## src/iec_pkg.sv

```systemverilog
// Function
// - Mode 000 interval, mode 001 event count.
// - Interval start clears, toggles, loads shadow from compare.
// - Interval match clears, toggles, raises cycle match.
// - Interval equals compare plus one ticks.
// - Second compare also shadowed and matched.
// - Compare zero keeps count zero, matches each tick.
// - Compare FFFFH wraps without any wrap event.
// - Cycle compare write reaches shadow immediately.
// - Lowered compare runs through FFFFH first.
// - Lower second compare toggles output b per cycle.
// - Higher second compare never matches.
// - Event mode counts input edges, output a idle.
// - Event start clears count and loads shadow.
// - Event match clears count, raises cycle match.
// - Read-back returns live count while running.
// - Read-back reads zero while stopped.
// - External count clock only from event_in_a.
//
// Package for the interval and event counter: register map, fields,
// reset values and the control word carrier. Assumes an APB master.
package iec_pkg;

	// Register byte offsets on the APB bus.
	localparam logic [7:0] IEC_CTRL_OFF = 8'h00;
	localparam logic [7:0] IEC_CMP0_OFF = 8'h04;
	localparam logic [7:0] IEC_CMP1_OFF = 8'h08;
	localparam logic [7:0] IEC_CNT_OFF = 8'h0c;
	localparam logic [7:0] IEC_STAT_OFF = 8'h10;
	localparam logic [7:0] IEC_DIV_OFF = 8'h14;

	// Counter values that mark the stopped and cleared states.
	localparam logic [15:0] IEC_CNT_IDLE = 16'hffff;
	localparam logic [15:0] IEC_CNT_ZERO = 16'h0000;

	// Reset values of the writable registers.
	localparam logic [15:0] IEC_CMP_RST = 16'h0000;
	localparam logic [15:0] IEC_DIV_RST = 16'h0000;
	localparam logic [11:0] IEC_CTRL_RST = 12'h000;

	// Status bit positions (write one to clear).
	localparam int IEC_ST_CYC = 0;
	localparam int IEC_ST_SEC = 1;

	// Operating modes held in the three-bit mode field.
	typedef enum logic [2:0] {
		IEC_MODE_INTERVAL = 3'b000,
		IEC_MODE_EVENT = 3'b001
	} iec_mode_t;

	// Edge selections for the event input.
	localparam logic [1:0] IEC_EDGE_NONE = 2'b00;
	localparam logic [1:0] IEC_EDGE_RISE = 2'b01;
	localparam logic [1:0] IEC_EDGE_FALL = 2'b10;
	localparam logic [1:0] IEC_EDGE_BOTH = 2'b11;

	// Control word, bit 0 upward: run, mode, clock source, capture edge,
	// event edge, output enables, second match mask.
	typedef struct packed {
		logic second_match_mask;  // Bit 11.
		logic wave_b_en;          // Bit 10.
		logic wave_a_en;          // Bit 9.
		logic [1:0] event_edge;   // Bits 8:7.
		logic edge_select_hi;     // Bit 6.
		logic edge_select_lo;     // Bit 5.
		logic event_clock_select; // Bit 4.
		logic [2:0] mode_select;  // Bits 3:1.
		logic timer_run_bit;      // Bit 0.
	} iec_ctrl_t;

endpackage

```

## src/iec_timer_unit.sv

```systemverilog
// Interval and event counter: 16-bit up-counter, two compare channels
// with shadow buffers, square wave outputs and an APB register slave.
// Assumes pclk at 100 MHz and event_in_a synchronous to pclk.
//
// The register offsets and register access over APB were chosen for this implementation.
`timescale 1ns/1ns
`default_nettype none

module iec_timer_unit
	import iec_pkg::*;
#(
	parameter int CNT_W = 16
) (
	input wire logic pclk,
	input wire logic presetn,
	input wire logic psel,
	input wire logic penable,
	input wire logic pwrite,
	input wire logic [7:0] paddr,
	input wire logic [31:0] pwdata,
	output logic [31:0] prdata,
	output logic pready,
	output logic pslverr,
	input wire logic event_in_a,
	output logic wave_out_a,
	output logic wave_out_b,
	output logic cycle_match_irq,
	output logic second_match_irq
);

	////////////////////////////////////////////////////////////////////////
	// Registers and internal state.

	iec_ctrl_t ctrl_reg;              // Control word.
	logic [15:0] cycle_compare_reg;   // Compare register 0.
	logic [15:0] second_compare_reg;  // Compare register 1.
	logic [15:0] cycle_compare_shadow;
	logic [15:0] second_compare_shadow;
	logic [15:0] div_reg;             // Internal count clock divider.
	logic [15:0] presc_reg;           // Divider counter.
	logic [CNT_W-1:0] cnt_reg;        // The counter itself.
	logic started_reg;                // First count tick seen, or first run cycle in event mode.
	logic run_d_reg;                  // Run state delayed, for count read-back.
	logic event_d_reg;                // Event input delayed a cycle.
	logic [1:0] status_reg;           // Sticky match flags.
	logic [31:0] prdata_reg;
	logic pready_reg;
	logic pslverr_reg;
	logic wave_a_reg;
	logic wave_b_reg;
	logic cyc_irq_reg;
	logic sec_irq_reg;

	// Decoded bus strobes and counting conditions.
	logic access;
	logic wr_en;
	logic mapped;
	logic mode_ok;
	logic running;
	logic edge_ok;
	logic presc_tick;
	logic tick;
	logic start_tick;
	logic cyc_match;
	logic sec_match;
	logic ctrl_wr;
	logic cmp0_wr;
	logic cmp1_wr;
	logic stat_wr;

	////////////////////////////////////////////////////////////////////////
	// Bus decode.

	// The access phase completes at the edge where pready is high.
	assign access = psel & penable & pready_reg;
	assign wr_en = access & pwrite;
	assign mapped = (paddr == IEC_CTRL_OFF) || (paddr == IEC_CMP0_OFF) ||
		(paddr == IEC_CMP1_OFF) || (paddr == IEC_CNT_OFF) ||
		(paddr == IEC_STAT_OFF) || (paddr == IEC_DIV_OFF);
	assign ctrl_wr = wr_en && (paddr == IEC_CTRL_OFF);
	assign cmp0_wr = wr_en && (paddr == IEC_CMP0_OFF);
	assign cmp1_wr = wr_en && (paddr == IEC_CMP1_OFF);
	assign stat_wr = wr_en && (paddr == IEC_STAT_OFF);

	////////////////////////////////////////////////////////////////////////
	// Count clock selection.

	// Only the two implemented modes run; other codes leave it stopped.
	assign mode_ok = (ctrl_reg.mode_select == IEC_MODE_INTERVAL) ||
		(ctrl_reg.mode_select == IEC_MODE_EVENT);
	assign running = ctrl_reg.timer_run_bit && mode_ok;

	// Valid edge of the event pin, the only external count source.
	always_comb begin
		unique case (ctrl_reg.event_edge)
			IEC_EDGE_RISE: edge_ok = event_in_a & ~event_d_reg;
			IEC_EDGE_FALL: edge_ok = ~event_in_a & event_d_reg;
			IEC_EDGE_BOTH: edge_ok = event_in_a ^ event_d_reg;
			default: edge_ok = 1'b0;
		endcase
	end

	assign presc_tick = (presc_reg == div_reg);

	// Event mode always counts edges; interval mode counts edges only
	// when the external clock source is chosen.
	always_comb begin
		if (!running) begin
			tick = 1'b0;
		end else if (ctrl_reg.mode_select == IEC_MODE_EVENT) begin
			tick = edge_ok;
		end else if (ctrl_reg.event_clock_select) begin
			tick = edge_ok;
		end else begin
			tick = presc_tick;
		end
	end

	// Interval mode clears FFFFH to zero on the first count tick; event
	// mode clears on the first pclk after run is set, so the first
	// interrupt also takes compare plus one edges. An edge arriving in
	// that very cycle is not counted.
	assign start_tick = !started_reg && (tick || (running &&
		(ctrl_reg.mode_select == IEC_MODE_EVENT)));
	// A match needs the counter already started, so FFFFH on the idle
	// counter never counts as a match against a compare of FFFFH.
	assign cyc_match = tick && started_reg &&
		(cnt_reg == cycle_compare_shadow);
	assign sec_match = tick && started_reg &&
		(cnt_reg == second_compare_shadow);

	////////////////////////////////////////////////////////////////////////
	// Input history and divider.

	// Delayed event input for edge detection.
	always_ff @(posedge pclk or negedge presetn) begin
		if (!presetn) begin
			event_d_reg <= 1'b0;
		end else begin
			event_d_reg <= event_in_a;
		end
	end

	// Divider restarts whenever the timer is stopped, so the first
	// count tick comes a full divided period after start.
	always_ff @(posedge pclk or negedge presetn) begin
		if (!presetn) begin
			presc_reg <= IEC_DIV_RST;
		end else if (!running || presc_tick) begin
			presc_reg <= IEC_DIV_RST;
		end else begin
			presc_reg <= presc_reg + 16'h0001;
		end
	end

	////////////////////////////////////////////////////////////////////////
	// Software registers.

	// Control word and divider.
	always_ff @(posedge pclk or negedge presetn) begin
		if (!presetn) begin
			ctrl_reg <= iec_ctrl_t'(IEC_CTRL_RST);
			div_reg <= IEC_DIV_RST;
		end else begin
			if (ctrl_wr) begin
				ctrl_reg <= iec_ctrl_t'(pwdata[11:0]);
			end
			if (wr_en && (paddr == IEC_DIV_OFF)) begin
				div_reg <= pwdata[15:0];
			end
		end
	end

	// Compare registers; every write lands at once in the shadow too.
	always_ff @(posedge pclk or negedge presetn) begin
		if (!presetn) begin
			cycle_compare_reg <= IEC_CMP_RST;
			second_compare_reg <= IEC_CMP_RST;
		end else begin
			if (cmp0_wr) begin
				cycle_compare_reg <= pwdata[15:0];
			end
			if (cmp1_wr) begin
				second_compare_reg <= pwdata[15:0];
			end
		end
	end

	// Shadows follow writes immediately and are reloaded on start.
	// A lowered compare below the count is therefore missed until the
	// counter has wrapped through FFFFH; software should stop first.
	always_ff @(posedge pclk or negedge presetn) begin
		if (!presetn) begin
			cycle_compare_shadow <= IEC_CMP_RST;
			second_compare_shadow <= IEC_CMP_RST;
		end else begin
			if (cmp0_wr) begin
				cycle_compare_shadow <= pwdata[15:0];
			end else if (start_tick) begin
				cycle_compare_shadow <= cycle_compare_reg;
			end
			if (cmp1_wr) begin
				second_compare_shadow <= pwdata[15:0];
			end else if (start_tick) begin
				second_compare_shadow <= second_compare_reg;
			end
		end
	end

	////////////////////////////////////////////////////////////////////////
	// Counter.

	// Stopped: held at FFFFH. Start clears to zero, a match clears
	// to zero, otherwise count up and wrap naturally past FFFFH. The
	// wrap raises no flag of its own in these modes.
	always_ff @(posedge pclk or negedge presetn) begin
		if (!presetn) begin
			cnt_reg <= IEC_CNT_IDLE;
			started_reg <= 1'b0;
		end else if (!running) begin
			cnt_reg <= IEC_CNT_IDLE;
			started_reg <= 1'b0;
		end else if (start_tick) begin
			cnt_reg <= IEC_CNT_ZERO;
			started_reg <= 1'b1;
		end else if (cyc_match) begin
			cnt_reg <= IEC_CNT_ZERO;
		end else if (tick) begin
			cnt_reg <= cnt_reg + 16'h0001;
		end
	end

	// Run bit history; kept for read-back of the start state.
	always_ff @(posedge pclk or negedge presetn) begin
		if (!presetn) begin
			run_d_reg <= 1'b0;
		end else begin
			run_d_reg <= running;
		end
	end

	////////////////////////////////////////////////////////////////////////
	// Wave outputs and match events.

	// Output a toggles on start and on cycle match in interval mode only;
	// output b toggles on second match in interval mode only.
	always_ff @(posedge pclk or negedge presetn) begin
		if (!presetn) begin
			wave_a_reg <= 1'b0;
			wave_b_reg <= 1'b0;
		end else if (ctrl_reg.mode_select == IEC_MODE_INTERVAL) begin
			if (ctrl_reg.wave_a_en && (start_tick || cyc_match)) begin
				wave_a_reg <= ~wave_a_reg;
			end
			if (ctrl_reg.wave_b_en && sec_match) begin
				wave_b_reg <= ~wave_b_reg;
			end
		end
	end

	// Request pulses, one cycle per match; the second is gated by its mask.
	always_ff @(posedge pclk or negedge presetn) begin
		if (!presetn) begin
			cyc_irq_reg <= 1'b0;
			sec_irq_reg <= 1'b0;
		end else begin
			cyc_irq_reg <= cyc_match;
			sec_irq_reg <= sec_match && !ctrl_reg.second_match_mask;
		end
	end

	// Sticky flags: a new match wins over a write-one clear.
	always_ff @(posedge pclk or negedge presetn) begin
		if (!presetn) begin
			status_reg <= 2'b00;
		end else begin
			status_reg[IEC_ST_CYC] <= cyc_match ||
				(status_reg[IEC_ST_CYC] &&
				!(stat_wr && pwdata[IEC_ST_CYC]));
			status_reg[IEC_ST_SEC] <= sec_match ||
				(status_reg[IEC_ST_SEC] &&
				!(stat_wr && pwdata[IEC_ST_SEC]));
		end
	end

	////////////////////////////////////////////////////////////////////////
	// APB answer.

	// No wait state: pready rises for the first access cycle, and read
	// data are captured in the same edge so they stand with pready.
	always_ff @(posedge pclk or negedge presetn) begin
		if (!presetn) begin
			pready_reg <= 1'b0;
			pslverr_reg <= 1'b0;
			prdata_reg <= 32'h00000000;
		end else begin
			pready_reg <= psel && !penable;
			pslverr_reg <= psel && !penable && !mapped;
			prdata_reg <= 32'h00000000;
			if (psel && !penable && !pwrite) begin
				unique case (paddr)
					IEC_CTRL_OFF: prdata_reg <= {20'h00000, ctrl_reg};
					IEC_CMP0_OFF: prdata_reg <= {16'h0000, cycle_compare_reg};
					IEC_CMP1_OFF: prdata_reg <= {16'h0000, second_compare_reg};
					// Live count while running, zero while stopped.
					IEC_CNT_OFF: prdata_reg <= {16'h0000,
						run_d_reg ? cnt_reg : IEC_CNT_ZERO};
					IEC_STAT_OFF: prdata_reg <= {30'h00000000, status_reg};
					IEC_DIV_OFF: prdata_reg <= {16'h0000, div_reg};
					default: prdata_reg <= 32'h00000000;
				endcase
			end
		end
	end

	assign prdata = prdata_reg;
	assign pready = pready_reg;
	assign pslverr = pslverr_reg;
	assign wave_out_a = wave_a_reg;
	assign wave_out_b = wave_b_reg;
	assign cycle_match_irq = cyc_irq_reg;
	assign second_match_irq = sec_irq_reg;

endmodule

`default_nettype wire

```

## config.mk

```make
export PLATFORM = sky130hd
export DESIGN_NAME = iec_timer_unit
export DESIGN_NICKNAME = d
export VERILOG_FILES = /design/src/iec_pkg.sv /design/src/iec_timer_unit.sv
export SDC_FILE = /design/constraint.sdc
export NUM_CORES = 1
export LEC_CHECK = 0
export BUFFER_PORTS_ARGS = -buffer_cell sky130_fd_sc_hd__buf_2
export CORE_UTILIZATION = 40
export CTS_CLUSTER_DIAMETER = 60
export CTS_CLUSTER_SIZE = 30
export DETAILED_ROUTE_END_ITERATION = 8
export GPL_TIMING_DRIVEN = 0
export SLEW_MARGIN = 0
export SYNTH_ARGS = -nofsm -noshare
export SYNTH_HDL_FRONTEND = slang
export SYNTH_SLANG_ARGS = --single-unit
```

## constraint.sdc

```tcl
create_clock -name pclk -period 2.3 [get_ports pclk]
set_input_delay 0.23 -clock pclk [delete_from_list [all_inputs] [get_ports pclk]]
set_output_delay 0.23 -clock pclk [all_outputs]
set_load 0.03 [all_outputs]
```

==> summary.txt, run 1 <==
Route
  • Vias per inst: 5.57
  • Starting DRT DRC Count: 503
  • Residual DRC: 0
  • WL per Instance: 19.9 µm
  • Drt pass-1 iters: 6
  • Routed wire length: 20.5 mm
  • Via count: 5,721
  • ANT nets after route: 0

Pwr
  • Leak pwr: about 0.0044 µW
  • VDD IR-drop max: between 0.0005 and 0.0006 V
  • Flop pwr share: 0.481
  • Clock power share: 0.470
  • Switching part of the total power: 0.228
  • P_sw: around 1300 µW
  • Pint: 4310 µW
  • Logic pwr share: 0.049
  • Power per cell area: 616 nW/µm²

Synthesis
  • Top FF cell, synth: dfrtp_1
  • Synth Area in Adders: 0.00650
  • Mux contribution to synthesized area: 0.139
  • Mean Syn Cell Area: 11.2 µm²
  • XOR/XNOR Fraction of Synth Area: 0.0819
  • Yosys reg bits: 151
  • Ys async rst share: 1.00
  • Post-synthesis simple-gate area fraction: 0.119
  • Compound-cell area share of the yosys netlist: 0.112
  • Main combinational cell family by area after synthesis: multiplexers
  • Netlist cell types: 58
  • Seq/Total Area, Yosys: 0.494
  • Ys Warns: 0
  • Post-Syn Area: 7700 µm²
  • Cells after synthesis: between 600 and 700
  • Post-synth EDFFs: 0

Clock tree
  • Clk buf depth: 2
  • H-tree levels: 4
  • Clk_lat worst skew: 0.43 ns
  • Root Buffer: clkbuf_16
  • CTS Sinks: 151
  • Num CTS Buffers: 17
  • Clk slew on worst S/H paths: 0.06 ns
  • CTS tree: done

Worst setup path
  • CP Max Fanout: 3
  • Worst EP arrival: between 2 and 3 ns
  • Critical Path RT: around 2.6 ns
  • Startpoint Class: flip-flop
  • Register-to-Register Path Depth: 7
  • Crit Path Class: flip-flop to flip-flop
  • Crit. End Element: flip-flop

STA
  • PnR worst setup slack: 0.0609 ns
  • Final Hold Viols: 0
  • Worst slew margin: 0.543
  • Tmin final: 2.24 ns
  • Highest Clock Rate: 0.447 GHz
  • Pin slew with the least headroom to its limit: 0.682 ns
  • Setup TNS: 0 ns
  • Final setup violation count: 0
  • Final period util: 0.974
  • Final Max Tran Viols: 0
  • Fin Clk Skew: ~0.0084 ns

Place
  • Global placement routability congestion: 0.870
  • DP Wirelength: about 15 mm
  • Setup WS pre-CTS: -0.600 ns
  • Placed Area: approximately 8300 µm²
  • Port bufs: 50
  • Post-Place Cells: 990

Die
  • Starting Density: 0.410
  • Die width: ~140 µm
  • # IOs: 84
  • Die Ht: 141 µm
  • Die area: approximately 20,000 µm²
  • Core outline area: 18,800 µm²
  • Std-Cell Rows: 50

Finish
  • Nets: 832
  • Area occupied by registers: 3800 µm²
  • Fraction of layout cells with a size suffix above 1: 0.219
  • # fillers: 1,698
  • Non-Filler Instances: 1,027
  • P&R area growth vs syn: 17.8%
  • Final instance area: 9060 µm²
  • Footprint of the multi-input gates: 3660 µm²
  • N_diodes: 0

GRT
  • Vias in the first global route: 5,708
  • Total GRT Usage: 0.219
  • Initial antenna violation count: 0
  • Pin count of the biggest net entering global routing: 90
  • GR Overflow Total: 0
  • First-pass GRT wire length: between 30 and 40 mm

Hold path
  • Worst hold path type: input port to flip-flop
  • Worst hold path depth: 2

Flow run
  • MaxCap Viol Count: 0

Run status
  • Status: complete, no violations
[cells by family (layout without fill, tap and decap cells)]
logic type                 Yosys count  after routing
adders and majority gates            4              4
and+or+nand+nor                    164            164
xor gates and xnor gates            72             72
AOI/OAI and AO/OA                  129            129
buffers and inverters               70            158
other                                1             16
DFF                                151            151
muxes                               99             99
[layer usage]
metal | vias to the layer above | GRT usage | part of all wire | wire length, µm
met5 | - | 0 | 0 | 0
met3 | 38 | 0.0401 | 0.043 | 880
met1 | 2864 | 0.282 | 0.43 | 8830
li1 | 2641 | - | - | -
met2 | 178 | 0.360 | 0.50 | 10300
met4 | 0 | 0.0984 | 0.024 | 500
[per-stage QoR]
step / total power [µW] / hold slack [ns] / utilization
after floorplan: 2850 / -0.0656 / -
after global placement: 2980 / 0.376 / 0.442
after detailed placement: 2990 / 0.272 / 0.444
after CTS: 5620 / 0.0747 / 0.478
after global routing: 5770 / 0.0809 / 0.483
final: 5590 / 0.0850 / 0.483
[path summary, 6_finish.rpt]
check                      slack, ns        start            end
max                             0.06  div_reg[15]     wave_out_b
min                             0.08         psel         pready
max reg2reg                     0.06  div_reg[15]     wave_out_b
min reg2reg                     0.46   wave_out_b     wave_out_b
max in group asynchronous       1.04      presetn   presc_reg[2]
min in group asynchronous       0.36      presetn  status_reg[0]
[repair_timing]
| action | CTS | global route |
|---|---|---|
| gates resized for setup | 11 | 8 |
| pin swaps | 3 | 9 |
| hold endpoints to repair | 48 | 0 |
| gates cloned | 0 | 0 |
| setup buffers | 5 | 10 |
| hold buffers | 3 | 0 |
| setup endpoints to repair | 62 | 43 |
[placed cells by master (no fill, tap or decap), drive strengths merged, types with 2 or more instances in the layout]
master,n
nor4b,2
nand3b,6
a31oi,2
nand3,17
nor2,53
conb,16
nand2,15
buf,95
a21o,2
ha,4
a211oi,4
inv,6
o21ai,15
nand4,14
nor3b,3
mux2,61
xnor2,23
a22oi,20
nand2b,4
clkbuf,45
nor3,4
and3,12
dlygate4sd3,3
clkinv,5
dfstp,16
a32oi,5
mux2i,38
o211ai,2
and4,4
nor2b,8
dfrtp,135
and2,8
a21oi,57
a222oi,12
nor4,10
clkinvlp,3
xor2,49
[layout make-up]
type	instances	share of cell area
Sequential cell	151	0.420
Timing Repair Buffer	68	0.0463
Inverter	6	0.00249
Buffer	54	0.0349
Clock inverter	9	0.00856
Tap cell	234	0.0323
Clock buffer	21	0.0519
Multi-Input combinational cell	484	0.404
[cells in the mapped netlist, types with 4 or more instances]
cell type,count,share of area
nor2_1,53,0.026
and2_1,8,0.0065
xnor2_1,23,0.026
and4_1,4,0.0046
nand2_1,15,0.0073
a21oi_1,56,0.036
buf_6,5,0.0073
nor2b_1,8,0.0065
o21ai_1,12,0.0078
inv_1,6,0.0029
and3_1,12,0.0098
nand4_1,14,0.011
mux2_1,54,0.079
mux2i_1,38,0.049
nand3_1,17,0.011
ha_1,4,0.0065
a32oi_1,5,0.0057
clkbuf_1,33,0.016
a22oi_1,20,0.020
nor4_1,8,0.0065
nand3b_1,6,0.0059
mux2_2,7,0.010
xor2_1,49,0.056
nand2b_1,4,0.0033
dfrtp_1,135,0.44
buf_2,8,0.0052
a211oi_1,4,0.0039
dfstp_2,16,0.055
buf_4,17,0.017
a222oi_1,12,0.016
[power by group through the flow]
stage               Clock (µW)  Sequential [µW]  Combinational [µW]
floorplan                    0             2730                 123
global placement             0             2730                 250
detailed placement           0             2730                 262
CTS                       2660             2690                 271
global route              2790             2690                 300
finish                    2630             2690                 273
[worst max-delay path, cell delays in order, from the launching register on]
cell and delay, ns:
dfrtp_1 0.41, xor2_1 0.19, nor4_2 0.40, nand4_1 0.18, buf_4 0.20, a2111oi_4 0.37, nand4_1 0.22, xnor2_1 0.17
Note: power is estimated with default switching activity, not from simulation.
==> run 2, diff against run 1 <==
Settings changed: CORE_UTILIZATION 40 to 56, PLACE_DENSITY from default to 0.77, REMOVE_ABC_BUFFERS from default to 1.
==> summary.txt, run 2 (same netlist as run 1, synthesis figures left out) <==
STA
  • Final Hold Viols: 0 (unchanged)
  • Final Max Tran Viols: 0 (unchanged)
  • RSZ-0062 raised after global routing: true
  • Final setup violation count: 0 (unchanged)
  • Worst hold slack: 0.0750 ns (was 0.0850 ns)
  • Fin Clk Skew: 0.00652 ns (was 0.00843 ns)
  • Pin slew with the least headroom to its limit: 0.791 ns (was 0.682 ns)
  • Highest Clock Rate: 0.440 GHz (was 0.447 GHz)
  • Setup TNS: 0 ns (unchanged)
  • Final period util: 0.987 (was 0.974)
  • Tmin final: 2.27 ns (was 2.24 ns)
  • Worst slew margin: 0.472 (was 0.543)

Route
  • Starting DRT DRC Count: 513 (was 503)
  • Drt pass-1 iters: 5 (was 6)
  • Residual DRC: 0 (unchanged)
  • Vias per inst: 6.13 (was 5.57)
  • WL per Instance: 21.1 µm (was 19.9 µm)
  • Via count: 5,659 (was 5,721)
  • ANT nets after route: 0 (unchanged)
  • Routed wire length: 19.5 mm (was 20.5 mm)

Worst setup path
  • CP Max Fanout: 15 (was 3)
  • Critical Path RT: 2.62 ns (about the same)
  • Crit. End Element: flip-flop (unchanged)
  • Startpoint Class: flip-flop (unchanged)
  • Worst EP arrival: 2.59 ns (was 2.56 ns)
  • Crit Path Class: flip-flop to flip-flop (unchanged)

GRT
  • First-pass GRT wire length: 30.3 mm (was 32.5 mm)
  • Initial antenna violation count: 0 (unchanged)
  • Vias in the first global route: 5,503 (was 5,708)
  • Pin count of the biggest net entering global routing: 100 (was 90)
  • Total GRT Usage: 0.283 (was 0.219)
  • GR Overflow Total: 0 (unchanged)

Place
  • Post-Place Cells: 876 (was 990)
  • DP Wirelength: 12.9 mm (was 15.2 mm)
  • Global placement routability congestion: 0.855 (was 0.870)
  • Placed Area: 8050 µm² (was 8330 µm²)
  • Port bufs: 51 (was 50)

Finish
  • Fraction of layout cells with a size suffix above 1: 0.205 (was 0.219)
  • P&R area growth vs syn: 14.6% (was 17.8%)
  • N_diodes: 0 (unchanged)
  • Non-Filler Instances: 923 (was 1,027)
  • Most frequent cells in the layout: dfrtp_1 (135), a21oi_1 (56), mux2_1 (54), nor2_1 (52), buf_2 (50) (was dfrtp_1 (132), buf_2 (57), a21oi_1 (56), mux2_1 (54), nor2_1 (53))
  • Commonest non-fill, non-tap cell in the layout: dfrtp_1 (unchanged)
  • Nets: 785 (was 832)
  • # fillers: 992 (was 1,698)
  • Footprint of the multi-input gates: 3690 µm² (was 3660 µm²)
  • Final Util: 0.661 (was 0.483)
  • Final instance area: 8820 µm² (was 9060 µm²)
  • Area occupied by registers: 3800 µm² (about the same)

Hold path
  • Worst hold path type: input port to flip-flop (unchanged)

Die
  • Die area: 14,200 µm² (was 19,800 µm²)
  • Die width: 119 µm (was 141 µm)
  • Starting Density: 0.577 (was 0.410)
  • # IOs: 84 (unchanged)
  • Core outline area: 13,300 µm² (was 18,800 µm²)
  • Die Ht: 119 µm (was 141 µm)
  • Std-Cell Rows: 42 (was 50)

Clock tree
  • Root Buffer: clkbuf_16 (unchanged)
  • CTS tree: done (unchanged)
  • Clk slew on worst S/H paths: 0.06 ns (about the same)
  • Num CTS Buffers: 17 (unchanged)
  • Clk_lat worst skew: 0.43 ns (about the same)
  • CTS Sinks: 151 (unchanged)
  • H-tree levels: 4 (unchanged)
  • Clk buf depth: 2 (unchanged)

Pwr
  • VDD IR-drop max: 0.000490 V (was 0.000550 V)
  • Power per cell area: 635 nW/µm² (was 616 nW/µm²)
  • Leak pwr: 0.00434 µW (was 0.00444 µW)

Flow run
  • MaxCap Viol Count: 0 (unchanged)

Run status
  • Status: complete, no violations (unchanged)
==> run 2: cell count changes in the layout (fill, tap and decap cells not counted), sizes merged <==
cell    delta
clkinv     +2
inv        +1
and2       +1
clkbuf    -26
buf       -24
==> run 2: repair_timing <==
item	in CTS	in global routing
resized for setup	16	7
hold endpoints to repair	44	0
cloned	0	1
endpoints found under the setup margin	128	64
pin swaps	2	5
setup buffers	3	9
hold buffers	3	0
==> run 2: power breakdown <==
group | internal, µW | switching, µW
registers | 2670 | 14.0
logic | 73.5 | 174
clock network | 1530 | 1140
total | 4280 | 1320
==> run 2: path summary, 6_finish.rpt <==
path | from | end | slack [ns] | depth (start not counted)
setup / recovery | ctrl_reg[2] | wave_out_b | 0.03 | 6
hold reg to reg | wave_out_b | wave_out_b | 0.47 | 1
max in group asynchronous | presetn | presc_reg[5] | 1.15 | 3
hold / removal | pwdata[15] | second_compare_reg[15] | 0.08 | 2
setup reg to reg | ctrl_reg[2] | wave_out_b | 0.03 | 6
min in group asynchronous | presetn | second_compare_reg[0] | 0.31 | 2
==> run 2: critical path, cell delays in order, from the launching register on <==
cell,delay [ns]
dfrtp_1,0.46
nor2_4,0.35
and2_4,0.33
nand3_1,0.19
a2111oi_4,0.43
nand4_1,0.23
xnor2_1,0.17
==> run 2: cell type report <==
cell class                 count  area share
multi-input combinational    485       0.419
inverter                       6     0.00255
clock buffer                  19      0.0514
timing repair buffer          74      0.0599
clock inverter                12      0.0118
sequential                   151       0.431
tap                          176      0.0250
==> run 2: metal layers <==
metal / part of all wire / up-vias / GRT usage
met5: 0 / - / 0
met1: 0.42 / 2840 / 0.366
li1: - / 2555 / -
met3: 0.059 / 54 / 0.0522
met2: 0.49 / 210 / 0.461
met4: 0.032 / 0 / 0.132
==> run 2: through the flow <==
stage               power [µW]  setup WS [ns]
CTS                       5580         -0.213
global route              5730        -0.0720
detailed placement        2960          -1.38
finish                    5600         0.0295
global placement          2940          -1.65
floorplan                 2830         -0.476
==> run 3, diff against run 2 <==
Settings changed: CELL_PAD_IN_SITES_DETAIL_PLACEMENT from default to 1, CELL_PAD_IN_SITES_GLOBAL_PLACEMENT from default to 2, CORE_UTILIZATION 56 to 40, CTS_BUF_LIST from default to sky130_fd_sc_hd__clkbuf_8, PLACE_DENSITY 0.77 to default, PLACE_DENSITY_LB_ADDON from default to 0.1.
==> summary.txt, run 3 (same netlist as run 1, synthesis figures left out) <==
Finish
  • P&R area growth vs syn: 15.4% (was 14.6%)
  • Commonest non-fill, non-tap cell in the layout: dfrtp_1 (unchanged)
  • Nets: 786 (was 785)
  • Fraction of layout cells with a size suffix above 1: 0.219 (was 0.205)
  • Final instance area: 8880 µm² (was 8820 µm²)
  • Most frequent cells in the layout: dfrtp_1 (132), a21oi_1 (56), mux2_1 (54), nor2_1 (52), buf_2 (49) (was dfrtp_1 (135), a21oi_1 (56), mux2_1 (54), nor2_1 (52), buf_2 (50))
  • N_diodes: 0 (unchanged)
  • Final Util: 0.473 (was 0.661)
  • # fillers: 2,007 (was 992)

Route
  • Routed wire length: 22.1 mm (was 19.5 mm)
  • ANT nets after route: 0 (unchanged)
  • WL per Instance: 22.5 µm (was 21.1 µm)
  • Starting DRT DRC Count: 245 (was 513)
  • Drt pass-1 iters: 5 (unchanged)
  • Vias per inst: 5.63 (was 6.13)
  • Via count: 5,533 (was 5,659)
  • Residual DRC: 0 (unchanged)

Place
  • Port bufs: 51 (unchanged)
  • DP Wirelength: 14.9 mm (was 12.9 mm)
  • Global placement routability congestion: 0.763 (was 0.855)
  • Placed Area: 8130 µm² (was 8050 µm²)

Pwr
  • Switching part of the total power: 0.288 (was 0.236)
  • VDD IR-drop max: 0.000332 V (was 0.000490 V)
  • Leak pwr: 0.00432 µW (was 0.00434 µW)
  • Power consumption: 5020 µW (was 5600 µW)
  • Pint: 3580 µW (was 4280 µW)
  • Logic pwr share: 0.051 (was 0.044)
  • Flop pwr share: 0.534 (was 0.479)
  • Power per cell area: 566 nW/µm² (was 635 nW/µm²)
  • P_sw: 1450 µW (was 1320 µW)
  • Clock power share: 0.415 (was 0.476)

Clock tree
  • CTS tree: done (unchanged)
  • H-tree levels: 4 (unchanged)
  • Clk slew on worst S/H paths: 0.10 ns (was 0.06 ns)
  • Num CTS Buffers: 17 (unchanged)
  • Root Buffer: clkbuf_8 (was clkbuf_16)
  • Clk_lat worst skew: 0.47 ns (was 0.43 ns)
  • Clk buf depth: 2 (unchanged)
  • CTS Sinks: 151 (unchanged)

Worst setup path
  • Critical Path RT: 2.66 ns (was 2.62 ns)
  • Crit. End Element: flip-flop (unchanged)
  • Slowest library cell on the worst path: dfrtp_1 (unchanged)
  • CP Max Fanout: 15 (unchanged)
  • Stages on the worst setup path: 6 (unchanged)
  • Startpoint Class: flip-flop (unchanged)
  • Crit-path max cell delay: 0.48 ns (was 0.46 ns)
  • Top delay family on crit path: simple AND/OR/NAND/NOR gates (unchanged)
  • CP Cell Sequence: nor2_4 -> and2_4 -> nand3_1 -> a2111oi_4 -> nand4_1 -> xnor2_1 (unchanged)
  • R2R Setup Slk: -0.0006 ns (was 0.03 ns)
  • Worst EP arrival: 2.66 ns (was 2.59 ns)
  • Register-to-Register Path Depth: 6 (unchanged)
  • Crit path buf inv count: 0 (unchanged)
  • Crit Path Class: flip-flop to flip-flop (unchanged)

GRT
  • First-pass GRT wire length: 35.0 mm (was 30.3 mm)
  • GR Overflow Total: 0 (unchanged)
  • Pin count of the biggest net entering global routing: 94 (was 100)
  • Initial antenna violation count: 1 (was 0)
  • Vias in the first global route: 5,831 (was 5,503)
  • Total GRT Usage: 0.237 (was 0.283)

Die
  • # IOs: 84 (unchanged)
  • Core outline area: 18,800 µm² (was 13,300 µm²)
  • Die width: 141 µm (was 119 µm)
  • Die area: 19,800 µm² (was 14,200 µm²)
  • Starting Density: 0.410 (was 0.577)
  • Std-Cell Rows: 50 (was 42)
  • Die Ht: 141 µm (was 119 µm)

STA
  • PnR worst setup slack: -0.000612 ns (was 0.0295 ns)
  • Fin Clk Skew: 0.0149 ns (was 0.00652 ns)
  • Worst hold slack: 0.0334 ns (was 0.0750 ns)
  • Final setup violation count: 1 (was 0)
  • Highest Clock Rate: 0.435 GHz (was 0.440 GHz)
  • Tmin final: 2.30 ns (was 2.27 ns)
  • RSZ-0062 raised after global routing: true (unchanged)
  • Final Hold Viols: 0 (unchanged)
  • Final period util: 1.00 (was 0.987)
  • Worst slew margin: 0.441 (was 0.472)
  • Final Max Tran Viols: 0 (unchanged)
  • Pin slew with the least headroom to its limit: 0.839 ns (was 0.791 ns)

Hold path
  • Worst hold path type: input port to flip-flop (unchanged)
  • Worst hold path depth: 2 (unchanged)

Run status
  • Status: complete, but fails checks (was complete, no violations)
  • Failing checks: setup timing

Flow run
  • MaxCap Viol Count: 0 (unchanged)
run 3: changes by cell type in the layout (fill, tap and decap cells not counted), sizes merged:
cell	change
bufinv	-1
clkinv	-2
inv	+9
clkbuf	-1
clkinvlp	-3
run 3: area by class of cell:
class,count,area [µm²],area share
Tap cell,234,293,0.0330
Inverter,6,22.5,0.00253
Timing Repair Buffer,75,593,0.0668
Multi-Input combinational cell,485,3770,0.424
Sequential cell,151,3800,0.428
Clock buffer,17,234,0.0263
Clock inverter,15,174,0.0196
run 3: final timing paths:
check                             from               endpoint
max                        ctrl_reg[3]             wave_out_b
min                         pwdata[15]  cycle_compare_reg[15]
max reg2reg                ctrl_reg[3]             wave_out_b
min reg2reg                 wave_out_b             wave_out_b
max in group asynchronous      presetn          presc_reg[12]
min in group asynchronous      presetn             wave_out_a
run 3: metrics by stage:
step	setup TNS [ns]	instances	worst slack (ns)
after global placement	-385.37	926	-1.93
after floorplan	-32.96	641	-0.476
final	-0.000612	983	-0.000612
after detailed placement	-130.11	933	-1.37
after global routing	-1.04	983	-0.0918
after CTS	-0.000325	979	-0.000325
run 3: worst register-to-register path, stage by stage (launching register included):
cell and delay [ns]:
dfrtp_1 0.48, nor2_4 0.38, and2_4 0.35, nand3_1 0.18
a2111oi_4 0.39, nand4_1 0.23, xnor2_1 0.17
run 3: power groups by stage:
stage          clock, µW  sequential, µW  combinational [µW]
2_1_floorplan          0            2730                92.8
3_3_place_gp           0            2730                 222
3_5_place_dp           0            2730                 235
4_1_cts             2150            2680                 255
5_1_grt             2250            2680                 284
6_report            2090            2680                 257
run 3: repair_timing:
action / CTS / global route
endpoints found under the hold margin: 47 / 0
gates resized for setup: 21 / 17
gates cloned: 1 / 1
hold buffers: 3 / 0
buffers inserted: 10 / 5
endpoints found under the setup margin: 132 / 93
pin swaps: 4 / 18
run 3: per-layer routing:
metal | part of all wire | global-route usage | vias up
met5 | 0 | 0 | -
met1 | 0.45 | 0.327 | 2855
met3 | 0.046 | 0.0374 | 14
met2 | 0.50 | 0.387 | 127
met4 | 0.011 | 0.0612 | 0
li1 | - | - | 2537
